<file path="config.mk">
export PLATFORM = sky130hd
export DESIGN_NAME = uncore_cache_event_selector
export DESIGN_NICKNAME = d
export VERILOG_FILES = /design/src/hdl/evsel_pkg.sv /design/src/hdl/uncore_cache_event_selector.sv /design/src/hdl/event_match.sv
export SDC_FILE = /design/constraint.sdc
export NUM_CORES = 1
export LEC_CHECK = 0
export BUFFER_PORTS_ARGS = -buffer_cell sky130_fd_sc_hd__buf_2
export CORE_MARGIN = 2
export CORE_UTILIZATION = 35
export DETAILED_ROUTE_END_ITERATION = 12
export GPL_TIMING_DRIVEN = 0
export HOLD_SLACK_MARGIN = 0.02
export SLEW_MARGIN = 20
export SYNTH_ARGS = -nofsm -noshare
export SYNTH_HDL_FRONTEND = slang
export SYNTH_SLANG_ARGS = --single-unit
</file>
<file path="constraint.sdc">
create_clock -name pclk -period 3.38 [get_ports pclk]
set_input_delay 0.845 -clock pclk [delete_from_list [all_inputs] [get_ports pclk]]
set_output_delay 0.845 -clock pclk [all_outputs]
set_load 0.05 [all_outputs]
</file>
<file path="src/hdl/evsel_pkg.sv">
package evsel_pkg;
   // Event numbers
   localparam logic [7:0] EV_HIT = 8'h08;
   localparam logic [7:0] EV_MISS = 8'h09;
   localparam logic [7:0] EV_FILL = 8'h0a;
   localparam logic [7:0] EV_VICTIM = 8'h0b;
   localparam logic [7:0] EV_HOME = 8'h20;

   // Hit and miss mask bits
   localparam int M_READ = 0;
   localparam int M_WRITE = 1;
   localparam int M_SNOOP = 2;

   // Coherence state mask bits (fill: M E S F; victim: M E S I F)
   localparam int M_MOD = 0;
   localparam int M_EXC = 1;
   localparam int M_SHR = 2;
   localparam int M_FILL_FWD = 3;
   localparam int M_INV = 3;
   localparam int M_VIC_FWD = 4;

   // Home request mask bits
   localparam int M_IO_RD = 0;
   localparam int M_IO_WR = 1;
   localparam int M_REM_RD = 2;
   localparam int M_REM_WR = 3;
   localparam int M_LOC_RD = 4;
   localparam int M_LOC_WR = 5;

   // Number of counters steered by the selector
   localparam int NUM_CTR = 4;

   // Register map (word offsets in bytes)
   localparam logic [11:0] SEL_BASE = 12'h000;
   localparam logic [11:0] CNT_BASE = 12'h010;
   localparam logic [11:0] STAT_OFF = 12'h020;
   localparam logic [15:0] SEL_RESET = 16'h0000;

   // Shared cache access report
   typedef enum logic [1:0] {ACC_READ, ACC_WRITE, ACC_SNOOP} acc_kind_t;
   typedef struct packed
   {
      logic valid;
      logic hit;
      acc_kind_t kind;
   } cache_access_t;

   // Line fill and victim report; state one-hot M E S I F
   typedef struct packed
   {
      logic fill_valid;
      logic [4:0] fill_state;
      logic fill_snoop_rfo;
      logic victim_valid;
      logic [4:0] victim_state;
   } line_move_t;

   localparam int ST_M = 0;
   localparam int ST_E = 1;
   localparam int ST_S = 2;
   localparam int ST_I = 3;
   localparam int ST_F = 4;

   // Home logic request report
   typedef enum logic [1:0] {SRC_IO, SRC_REMOTE, SRC_LOCAL} home_src_t;
   typedef struct packed
   {
      logic valid;
      home_src_t src;
      logic write;
   } home_req_t;
endpackage

</file>
<file path="src/hdl/uncore_cache_event_selector.sv">
// Overview of operation
// - Event 08h mask 02h counts writeback hits; all writebacks hit.
// - Event 08h mask 04h counts io_hub or remote snoop hits.
// - Event 08h mask 03h counts all read and write hits.
// - Event 09h mask 01h counts code, data read and RFO misses.
// - Event 09h mask 02h counts writeback misses; expected zero.
// - Event 09h mask 04h counts io_hub or remote snoop misses.
// - Event 09h mask 03h counts all read and write misses.
// - Event 0Ah counts fills: 01h M, 02h E, 04h S, 08h F.
// - Modified fill counts only when forwarded for snoop RFO.
// - Event 0Ah mask 0Fh counts fills in any state; M fills only when forwarded for snoop RFO.
// - Event 0Bh counts victims: M, E, S, I, F by mask bit.
// - Modified victims are written home; each one is counted.
// - Event 0Bh mask 1Fh counts victims in any state.
// - Event 20h mask 01h io_hub reads, 02h io_hub writes.
// - Event 20h mask 04h remote reads, 08h remote writes.
// - Event 20h mask 10h counts local socket read requests.
// - Event 08h mask 01h counts code, data read and RFO hits.
// - Event 20h mask 20h counts local socket write requests.
`timescale 1ns/1ps
`default_nettype none
module uncore_cache_event_selector
(
   // Clock and reset
   input wire logic pclk,
   input wire logic presetn,
   // APB slave
   input wire logic psel,
   input wire logic penable,
   input wire logic pwrite,
   input wire logic [11:0] paddr,
   input wire logic [31:0] pwdata,
   input wire logic [3:0] pstrb,
   output logic [31:0] prdata,
   output logic pready,
   output logic pslverr,
   // Raw occurrences from the shared cache and home logic
   input wire evsel_pkg::cache_access_t cache_acc,
   input wire evsel_pkg::line_move_t line_move,
   input wire evsel_pkg::home_req_t home_req,
   // Count enables to the counter array
   output logic [evsel_pkg::NUM_CTR-1:0] count_en
);
   localparam int N = evsel_pkg::NUM_CTR;

   logic [15:0] sel_reg [N];
   logic [31:0] cnt_reg [N];
   logic [N-1:0] match;
   logic [N-1:0] count_en_reg;
   logic [31:0] rdata_next;
   logic wr_acc;
   logic rd_acc;
   logic addr_ok;

   // Word index of a counter-relative offset
   function automatic logic [1:0] word_idx(input logic [11:0] a,
                                           input logic [11:0] base);
      logic [11:0] d;
      d = a - base;
      word_idx = d[3:2];
   endfunction

   // True when the address falls in a four-word bank
   function automatic logic in_bank(input logic [11:0] a,
                                    input logic [11:0] base);
      in_bank = (a[11:4] == base[11:4]) && (a[1:0] == 2'h0);
   endfunction

   // Zero-wait APB: every access completes in its first access cycle
   assign pready = 1'b1;
   assign addr_ok = in_bank(paddr, evsel_pkg::SEL_BASE) ||
                    in_bank(paddr, evsel_pkg::CNT_BASE) ||
                    (paddr == evsel_pkg::STAT_OFF);
   assign pslverr = psel && penable && !addr_ok;
   assign wr_acc = psel && penable && pwrite && addr_ok;
   assign rd_acc = psel && !penable && !pwrite;

   // Event selectors: event number low byte, unit mask high byte
   always_ff @(posedge pclk or negedge presetn)
   begin
      if (!presetn)
      begin
         for (int i = 0; i < N; i++)
            sel_reg[i] <= evsel_pkg::SEL_RESET;
      end
      else if (wr_acc && in_bank(paddr, evsel_pkg::SEL_BASE))
      begin
         if (pstrb[0])
            sel_reg[word_idx(paddr, evsel_pkg::SEL_BASE)][7:0] <= pwdata[7:0];
         if (pstrb[1])
            sel_reg[word_idx(paddr, evsel_pkg::SEL_BASE)][15:8] <=
               pwdata[15:8];
      end
   end

   // Qualifier per counter
   genvar g;
   generate
      for (g = 0; g < N; g++)
      begin : gen_match
         event_match u_match
         (
            .ev_num(sel_reg[g][7:0]),
            .umask(sel_reg[g][15:8]),
            .acc(cache_acc),
            .mv(line_move),
            .req(home_req),
            .hit(match[g])
         );
      end
   endgenerate

   // One-cycle count enable per qualified occurrence
   always_ff @(posedge pclk or negedge presetn)
   begin
      if (!presetn)
         count_en_reg <= '0;
      else
         count_en_reg <= match;
   end
   assign count_en = count_en_reg;

   // Local counters, cleared on reset, loaded with pwdata by software write
   always_ff @(posedge pclk or negedge presetn)
   begin
      if (!presetn)
      begin
         for (int i = 0; i < N; i++)
            cnt_reg[i] <= '0;
      end
      else
      begin
         for (int i = 0; i < N; i++)
         begin
            if (wr_acc && in_bank(paddr, evsel_pkg::CNT_BASE) &&
                word_idx(paddr, evsel_pkg::CNT_BASE) == 2'(i))
               cnt_reg[i] <= pwdata;
            else if (count_en_reg[i])
               cnt_reg[i] <= cnt_reg[i] + 32'h00000001;
         end
      end
   end

   // Read mux
   always_comb
   begin
      rdata_next = 32'h00000000;
      if (in_bank(paddr, evsel_pkg::SEL_BASE))
         rdata_next = {16'h0000, sel_reg[word_idx(paddr, evsel_pkg::SEL_BASE)]};
      else if (in_bank(paddr, evsel_pkg::CNT_BASE))
         rdata_next = cnt_reg[word_idx(paddr, evsel_pkg::CNT_BASE)];
      else if (paddr == evsel_pkg::STAT_OFF)
         rdata_next = {{(32-N){1'b0}}, count_en_reg};
   end

   // Read data captured in the setup cycle, valid in the access cycle
   always_ff @(posedge pclk or negedge presetn)
   begin
      if (!presetn)
         prdata <= 32'h00000000;
      else if (rd_acc)
         prdata <= rdata_next;
   end

endmodule
`default_nettype wire

</file>
<file path="src/hdl/event_match.sv">
`timescale 1ns/1ps
`default_nettype none
// Qualifies one cycle of raw occurrences against one event selection
module event_match
(
   // Selection
   input wire logic [7:0] ev_num,
   input wire logic [7:0] umask,
   // Occurrences
   input wire evsel_pkg::cache_access_t acc,
   input wire evsel_pkg::line_move_t mv,
   input wire evsel_pkg::home_req_t req,
   // Result
   output logic hit
);
   logic [5:0] sub;

   // Sub-event vector for the chosen event; mask bits are ORed together
   always_comb
   begin
      sub = 6'h00;
      case (ev_num)
         evsel_pkg::EV_HIT, evsel_pkg::EV_MISS:
         begin
            if (acc.valid && (acc.hit == (ev_num == evsel_pkg::EV_HIT)))
            begin
               // Reads cover code, data and RFO
               sub[evsel_pkg::M_READ] =
                  (acc.kind == evsel_pkg::ACC_READ);
               // Writebacks always hit in the inclusive cache
               sub[evsel_pkg::M_WRITE] =
                  (acc.kind == evsel_pkg::ACC_WRITE);
               sub[evsel_pkg::M_SNOOP] =
                  (acc.kind == evsel_pkg::ACC_SNOOP);
            end
         end
         evsel_pkg::EV_FILL:
         begin
            if (mv.fill_valid)
            begin
               // Modified fill counts only when forwarded for a snoop RFO
               sub[evsel_pkg::M_MOD] = mv.fill_state[evsel_pkg::ST_M] &&
                                       mv.fill_snoop_rfo;
               sub[evsel_pkg::M_EXC] =
                  mv.fill_state[evsel_pkg::ST_E];
               sub[evsel_pkg::M_SHR] =
                  mv.fill_state[evsel_pkg::ST_S];
               sub[evsel_pkg::M_FILL_FWD] =
                  mv.fill_state[evsel_pkg::ST_F];
            end
         end
         evsel_pkg::EV_VICTIM:
         begin
            if (mv.victim_valid)
            begin
               // Each modified victim is written back home and counted
               sub[evsel_pkg::M_MOD] =
                  mv.victim_state[evsel_pkg::ST_M];
               sub[evsel_pkg::M_EXC] =
                  mv.victim_state[evsel_pkg::ST_E];
               sub[evsel_pkg::M_SHR] =
                  mv.victim_state[evsel_pkg::ST_S];
               sub[evsel_pkg::M_INV] =
                  mv.victim_state[evsel_pkg::ST_I];
               sub[evsel_pkg::M_VIC_FWD] =
                  mv.victim_state[evsel_pkg::ST_F];
            end
         end
         evsel_pkg::EV_HOME:
         begin
            if (req.valid)
            begin
               sub[evsel_pkg::M_IO_RD] = (req.src == evsel_pkg::SRC_IO) &&
                                         !req.write;
               sub[evsel_pkg::M_IO_WR] = (req.src == evsel_pkg::SRC_IO) &&
                                         req.write;
               sub[evsel_pkg::M_REM_RD] = (req.src == evsel_pkg::SRC_REMOTE) &&
                                          !req.write;
               sub[evsel_pkg::M_REM_WR] = (req.src == evsel_pkg::SRC_REMOTE) &&
                                          req.write;
               sub[evsel_pkg::M_LOC_RD] = (req.src == evsel_pkg::SRC_LOCAL) &&
                                          !req.write;
               sub[evsel_pkg::M_LOC_WR] = (req.src == evsel_pkg::SRC_LOCAL) &&
                                          req.write;
            end
         end
         default: sub = 6'h00;
      endcase
   end

   // One count per occurrence however many mask bits match
   assign hit = |(sub & umask[5:0]);

endmodule
`default_nettype wire

</file>
-- Yosys cells after proc, flatten, opt, wreduce, memory -nomap -nowiden
Cells that the tools add are included.
- logic and storage cells: 155
- register bits: 228
- input bits: 74
- output and inout port bits: 38
- $add $sub $neg: 5
- reductions and logical operators: 49
- equal/unequal tests: 33
- mux-type cells: 49
- order comparisons: 3
- bitwise gates (word level): 6
- operators with widths (operator ; count):
    $mux W32 ; 12
    $mux W64 ; 3
    $add A32 B1 Y32 const B ; 4
    $bwmux W64 ; 2
    $eq A8 B4 Y1 const B ; 16
    $bmux W32 S2 ; 1
    $demux W16 S2 ; 2
    $mux W16 ; 3
    $pmux W3 S4 ; 4
    $bmux W16 S2 ; 1
    $eq A8 B6 Y1 const B ; 4
    $logic_and A1 B1 Y1 ; 26
    $and A6 B6 Y6 ; 4
    $reduce_or A6 Y1 ; 4
    $eq A12 B6 Y1 const B ; 1
    $mux W3 ; 4
    $pmux W1 S3 ; 4
    $eq A2 B2 Y1 const B ; 4
    $eq A8 B1 Y1 const B ; 1
    $logic_not A2 Y1 ; 4
    $logic_not A8 Y1 ; 1
    $mux W4 ; 2
    $mux W8 ; 1
    $pmux W1 S2 ; 4
    other kinds (13) ; 33

-- Longest topological paths before layout
Gate-level depths: netlist of run 1.
- word-level depth: 10
- depth in mapped cells: 8
- gate-level depth less buffers: 6

-- By module
From an unflattened synthesis of run 1, not the netlist that was laid out.
- cell total of the unflattened synthesis: 1297
- area total of the unflattened synthesis: 13639.3 um^2
- modules (own cells, without submodules) (module ; sequential area each (um^2) ; instances ; cells each ; area an instance (um^2)):
    uncore_cache_event_selector ; 5705.5 ; 1 ; 1141 ; 12453.2
    event_match ; 0.0 ; 4 ; 39 ; 296.5

-- Worst setup path after synthesis of run 1
No wires, ideal clock.
- kind: input -> output
- from: in paddr[2]
- to: out pslverr
- stages: 5
- required time: 2.535 ns
- path buffers: 2
- setup slack: 0.101 ns
- arrival: 2.434 ns
- cells stage by stage: buf_2 > buf_2 > nor3_1 > nand2b_1 > a21oi_1
- cells in the longest elaborated chain, start to end: 4
- ends and longest elaborated chain (what ; RTL line ; source):
    start, declared ; uncore_cache_event_selector.sv:31 ; input wire logic [11:0] paddr,
    $eq A12 B6 Y1 ; uncore_cache_event_selector.sv:73 ; (paddr == evsel_pkg::STAT_OFF);
    $logic_or A1 B1 Y1 ; uncore_cache_event_selector.sv:72 ; in_bank(paddr, evsel_pkg::CNT_BASE) ||
    $logic_not A1 Y1 ; uncore_cache_event_selector.sv:74 ; assign pslverr = psel && penable && !addr_ok;
    $logic_and A1 B1 Y1 ; uncore_cache_event_selector.sv:74 ;
    end, declared ; uncore_cache_event_selector.sv:36 ; output logic pslverr,
Every way passes these cells.

-- Worst setup path in the final report of run 1
Same ends and word-level chain as after synthesis.

==> flow_summary.json, run 1 <==
{
  "status": "complete, no violations",
  "synth_flop_cell": "dfrtp_1",
  "fin_area_mm2": 0.0153,
  "cts_setup_buffers": 0,
  "cts_root_buffer": "clkbuf_16",
  "routed_wl_mm": 43.4,
  "drive_above_1_share": 0.197,
  "num_antenna_cells": 0,
  "setup_tns_ns": 0,
  "cp_data_required_time_ns": 2.53,
  "grtUsageTotal": 0.224,
  "cts_tree": "built",
  "antenna_found_initial": 1,
  "hold_buffers": 0,
  "startpoint_type": "input pin",
  "hold_path.class": "input pin to async pin",
  "postCtsResizedCells": 0,
  "ys_ff_latch": 228,
  "core_area_mm2": 0.0368,
  "grt_max_degree": 85,
  "portBuffers": 103,
  "io_pins": 112,
  "async_flop_share": 1.00,
  "clock_latency_ns": 0.53,
  "netlist.area_leader.share": 0.434,
  "wl_per_cell_um": 22.3,
  "layout_common_cells": "dfrtp_1, nor2_1, a21oi_1",
  "cp_max_fo": 10,
  "p_per_area_mw_per_mm2": 424,
  "clockBufferDepth": 3,
  "start_util": 0.357,
  "worstPathArrival_ns": 2.41,
  "rsz0062_at_grt": "false",
  "place.gp.congestion": 0.909,
  "firstDrtPassIters": 6,
  "grt_pass1_vias": 11200,
  "clk_pin_slew_worst_paths_ns": 0.06,
  "instances_no_fill": 1948,
  "die-area_mm2": 0.0391,
  "clock_skew_ns": 0.0100,
  "hold_violations": 0,
  "viasPerCell": 5.80,
  "die_x_um": 198,
  "area_delta_synth_final_pct": 16.8,
  "syn_area_mm2": 0.0131,
  "syn_area_per_cell_um2": 9.87,
  "final_nets": 1540,
  "dpl_cell_area_mm2": 0.0143,
  "cts_buffers": 26,
  "yosys.area.top_type": "dfrtp_1",
  "period_needed_ns": 3.26,
  "max_freq_mhz": 307,
  "synth.distinct_cells": 54,
  "route.vias.total": 11300,
  "layout_commonest_cell": "dfrtp_1",
  "post-route-period-util": 0.964,
  "placed_cells": 1904,
  "drc_errors": 0,
  "power.leakage_nw": 6.27,
  "power.total_mw": 6.50,
  "synthTopCellsByArea": "dfrtp_1, mux4_2, mux2_2, xnor2_1, a21oi_1",
  "tightest_slew_ns": 0.958,
  "drt-initial-drc-count": 1219,
  "drv_cap": 0,
  "grt_first_pass_wirelength_mm": 67.6,
  "largest_reg_flops": 128,
  "setup_viol": 0,
  "syn-num-nets": 1409,
  "clock_sinks": 228,
  "htree_levels": 1,
  "syn_inst": 1331,
  "ir_drop_mv": 0.285,
  "yosysWarnings": 0,
  "maxSlewViolCount": 0,
  "endpoint_kind": "primary output",
  "grt_overflow": 0,
  "slew_headroom": 0.361,
  "rows": 70,
  "post-dp-hpwl_mm": 32.4,
  "synth_edf_count": 0,
  "yosysSeqAreaShare": 0.434,
  "crit_type": "input pin to primary output",
  "postRouteAntennaNets": 0,
  "dieHeight_um": 198
}
-- cells by family (layout without fill, tap and decap cells) --
kind of cell / Yosys count / count (layout) / share of synthesized area
adder cells (fa/ha/maj): 4 / 4 / 0.00381
XOR/XNOR: 121 / 121 / 0.0807
flip-flops: 228 / 228 / 0.434
other: 1 / 1 / 0.000285
AND/OR/NAND/NOR: 516 / 516 / 0.200
multiplexers: 127 / 127 / 0.151
AO/OA/AOI/OAI: 231 / 231 / 0.0990
buffers and inverters: 103 / 252 / 0.0316
-- critical path, cell delays in order --
cell	delay, ns
buf_2	0.29
buf_2	0.41
nor3_1	0.17
nand2b_1	0.19
a21oi_1	0.20
buf_2	0.30
-- routing by layer --
layer / track usage / routed length (um) / part of all wire
met2: 0.366 / 20200 / 0.47
met4: 0.0549 / 987 / 0.023
met1: 0.318 / 19400 / 0.45
met5: 0 / 11 / 0.00025
met3: 0.0278 / 2750 / 0.063
-- final cells by class --
cell class | instances | area (um2)
clock inverters | 17 | 342
plain buffers | 76 | 314
repair buffers | 105 | 581
inverters | 25 | 93.8
flip-flops and latches | 228 | 5710
well taps | 468 | 586
fillers | 3580 | 21400
clock buffers | 29 | 703
multi-input cells | 1000 | 7020
-- metrics by stage --
step	hold WS (ns)	utilization	setup slack, ns
2_1_floorplan	0.474	-	0.101
3_3_place_gp	0.460	0.387	-2.72
3_5_place_dp	0.465	0.389	-0.158
4_1_cts	0.322	0.417	0.123
5_1_grt	0.333	0.417	0.0460
6_report	0.281	0.417	0.123
-- cells in the mapped netlist (8+ instances only) --
cell and number:
dfrtp_1 228, nor2_1 149, a21oi_1 131, nand2_1 107, xnor2_1 82, mux2_2 66, clkbuf_1 57, nand3_1 57
mux4_2 50, o21ai_0 50, xor2_1 39, nand4_1 38, nor4_1 36, nor3_1 29, inv_1 25, and3_1 23
and4_1 19, a32oi_1 12, buf_2 11, a31oi_1 10, mux2i_1 10, or3_1 10, and2_1 8
-- where the power goes --
group	internal, mW	leakage, nW	switching, mW
clock	2.25	0.518	1.20
sequential	2.73	2.52	0.00361
combinational	0.0864	3.24	0.228
-- final timing paths --
kind	startpoint	to	slack [ns]	cells past startpoint
worst max-delay path	paddr[2]	pslverr	0.12	6
min in group pclk	prdata[21]	prdata[21]	0.47	2
worst max register to register	count_en[3]	cnt_reg[31]	0.71	5
max in group asynchronous	presetn	cnt_reg[122]	2.21	2
worst min register to register	prdata[21]	prdata[21]	0.47	2
worst min-delay path	presetn	sel_reg[30]	0.28	1
Power figures use the tool's default switching activity.
==> run 2, diff against run 1 <==
--- a/config.mk
+++ b/config.mk
@@ -11,6 +11,7 @@
 export DETAILED_ROUTE_END_ITERATION = 12
 export GPL_TIMING_DRIVEN = 0
 export HOLD_SLACK_MARGIN = 0.02
+export RECOVER_POWER = 50
 export SLEW_MARGIN = 20
 export SYNTH_ARGS = -nofsm -noshare
 export SYNTH_HDL_FRONTEND = slang
==> run 2 against run 1 <==
The run now ends with capacitance limit, slew limit left; first-iteration DRC count fell by 2.6%; register-to-register slack about the same; utilization down 0.085 points; die area did not move; fmax rose by 0.22%; combinational power is essentially flat; non-clock buffer count is the same; global-route usage unchanged; via count decreased by 0.19%; count of clock-buffer cells in the layout is the same; clock power barely moved; power barely moved; critical path type unchanged; critical endpoint unchanged; largest power group unchanged.
==> flow_summary.json, run 2 (synthesis gave the netlist of run 1 again) <==
{
  "placed_cells": 1904,
  "area_delta_synth_final_pct": 16.5,
  "drc_errors": 0,
  "clkPwrFrac": 0.531,
  "hold_buffers": 0,
  "r2r-end": "cnt_reg[31]",
  "setup_viol": 0,
  "p_sw_mw": 1.43,
  "firstDrtPassIters": 6,
  "holdPathEnd": "prdata[21]",
  "grt_pass1_vias": 11200,
  "fillCellCount": 3588,
  "post-dp-hpwl_mm": 32.4,
  "layout_commonest_cell": "dfrtp_1",
  "rsz0062_at_grt": "false",
  "period_needed_ns": 3.25,
  "worstPathArrival_ns": 2.41,
  "critical_path.startpoint": "paddr[2]",
  "post-route-period-util": 0.962,
  "postCtsResizedCells": 0,
  "cts_setup_buffers": 0,
  "cts_root_buffer": "clkbuf_16",
  "p_per_area_mw_per_mm2": 425,
  "die_x_um": 198,
  "clock_latency_ns": 0.53,
  "htree_levels": 1,
  "io_pins": 112,
  "postRouteAntennaNets": 0,
  "drive_above_1_share": 0.186,
  "maxSlewViolCount": 76,
  "die-area_mm2": 0.0391,
  "cts_tree": "built",
  "p_comb_frac": 0.048,
  "seq_area_mm2": 0.00571,
  "antenna_found_initial": 1,
  "post-route-util": 0.416,
  "viasPerCell": 5.79,
  "dieHeight_um": 198,
  "routed_wl_mm": 43.5,
  "rrSetupSlack_ns": 0.72,
  "clockBufferDepth": 3,
  "cts_buffers": 26,
  "drv_cap": 1,
  "wl_per_cell_um": 22.3,
  "fin_ws_ns": 0.130,
  "num_antenna_cells": 0,
  "clock_skew_ns": 0.0122,
  "pwr-share-seq": 0.421,
  "endpoint_kind": "primary output",
  "violations": "capacitance limit, slew limit",
  "grt_max_degree": 85,
  "p_int_mw": 5.07,
  "instances_no_fill": 1948,
  "setup_tns_ns": 0,
  "switching_share": 0.220,
  "worst-r2r-cell-count": 5,
  "clock_sinks": 228,
  "place_ws_ns": -0.158,
  "startpoint_type": "input pin",
  "status": "complete, but fails checks",
  "route.vias.total": 11300,
  "r2r-start": "count_en[3]",
  "crit_type": "input pin to primary output",
  "power.leakage_nw": 6.19,
  "slew_headroom": -0.369,
  "max_freq_mhz": 308,
  "tightest_slew_ns": 2.05,
  "holdPathStages": 2,
  "grt_overflow": 0,
  "hp-start": "prdata[21]",
  "largest_reg_flops": 128,
  "grtUsageTotal": 0.224,
  "drt-initial-drc-count": 1187,
  "final_nets": 1540,
  "rows": 70,
  "core_area_mm2": 0.0368,
  "layout_common_cells": "dfrtp_1, nor2_1, a21oi_1",
  "cp_data_required_time_ns": 2.53,
  "grt_first_pass_wirelength_mm": 67.6,
  "hold_path.class": "register to register",
  "place.gp.congestion": 0.909,
  "portBuffers": 103,
  "ir_drop_mv": 0.285,
  "cp_max_fo": 10,
  "multi_input_area_mm2": 0.00702,
  "hold_violations": 0,
  "start_util": 0.357,
  "clk_pin_slew_worst_paths_ns": 0.06
}
run 2: cell count changes in the layout (fill, tap and decap cells not counted), sizes merged:
cell    delta
buf       -19
clkbuf    +19
run 2: area by class of cell:
cell class | instances | share of cell area
clock inverters | 17 | 0.0223
well taps | 468 | 0.0382
plain buffers | 76 | 0.0205
inverters | 25 | 0.00613
multi-input cells | 1000 | 0.458
repair buffers | 105 | 0.0359
clock buffers | 29 | 0.0459
flip-flops and latches | 228 | 0.373
run 2: worst max-delay path by stage:
stage,cells after the start,slack (ns),end
after global routing,6,0.05,pslverr
final,6,0.13,pslverr
after detailed placement,7,-0.16,pslverr
after CTS,6,0.12,pslverr
after global placement,1,-2.72,prdata[25]
after floorplan,5,0.10,pslverr
run 2: power by group through the flow:
stage / logic [mW] / registers [mW] / clock network, mW
5_1_grt: 0.342 / 2.73 / 3.60
2_1_floorplan: 0.111 / 2.79 / 0
6_report: 0.314 / 2.74 / 3.45
3_5_place_dp: 0.318 / 2.79 / 0
4_1_cts: 0.318 / 2.74 / 3.49
3_3_place_gp: 0.304 / 2.79 / 0
run 2: through the flow:
step / power [mW] / hold slack [ns] / area [um2]
after floorplan: 2.90 / 0.474 / 13100
after global placement: 3.09 / 0.460 / 14200
after detailed placement: 3.10 / 0.465 / 14300
after CTS: 6.54 / 0.322 / 15300
after global routing: 6.68 / 0.513 / 15300
final: 6.50 / 0.471 / 15300
run 2: metal layers:
| layer | up-vias | wire length (um) | GRT usage |
|---|---|---|---|
| li1 | 5121 | - | - |
| met1 | 5652 | 19400 | 0.318 |
| met2 | 439 | 20300 | 0.366 |
| met3 | 68 | 2770 | 0.0278 |
| met4 | 2 | 1010 | 0.0549 |
| met5 | - | 11 | 0 |
run 2: critical path, stage by stage:
cell	delay, ns
buf_2	0.28
buf_2	0.42
nor3_1	0.17
nand2b_1	0.19
a21oi_1	0.20
buf_2	0.30
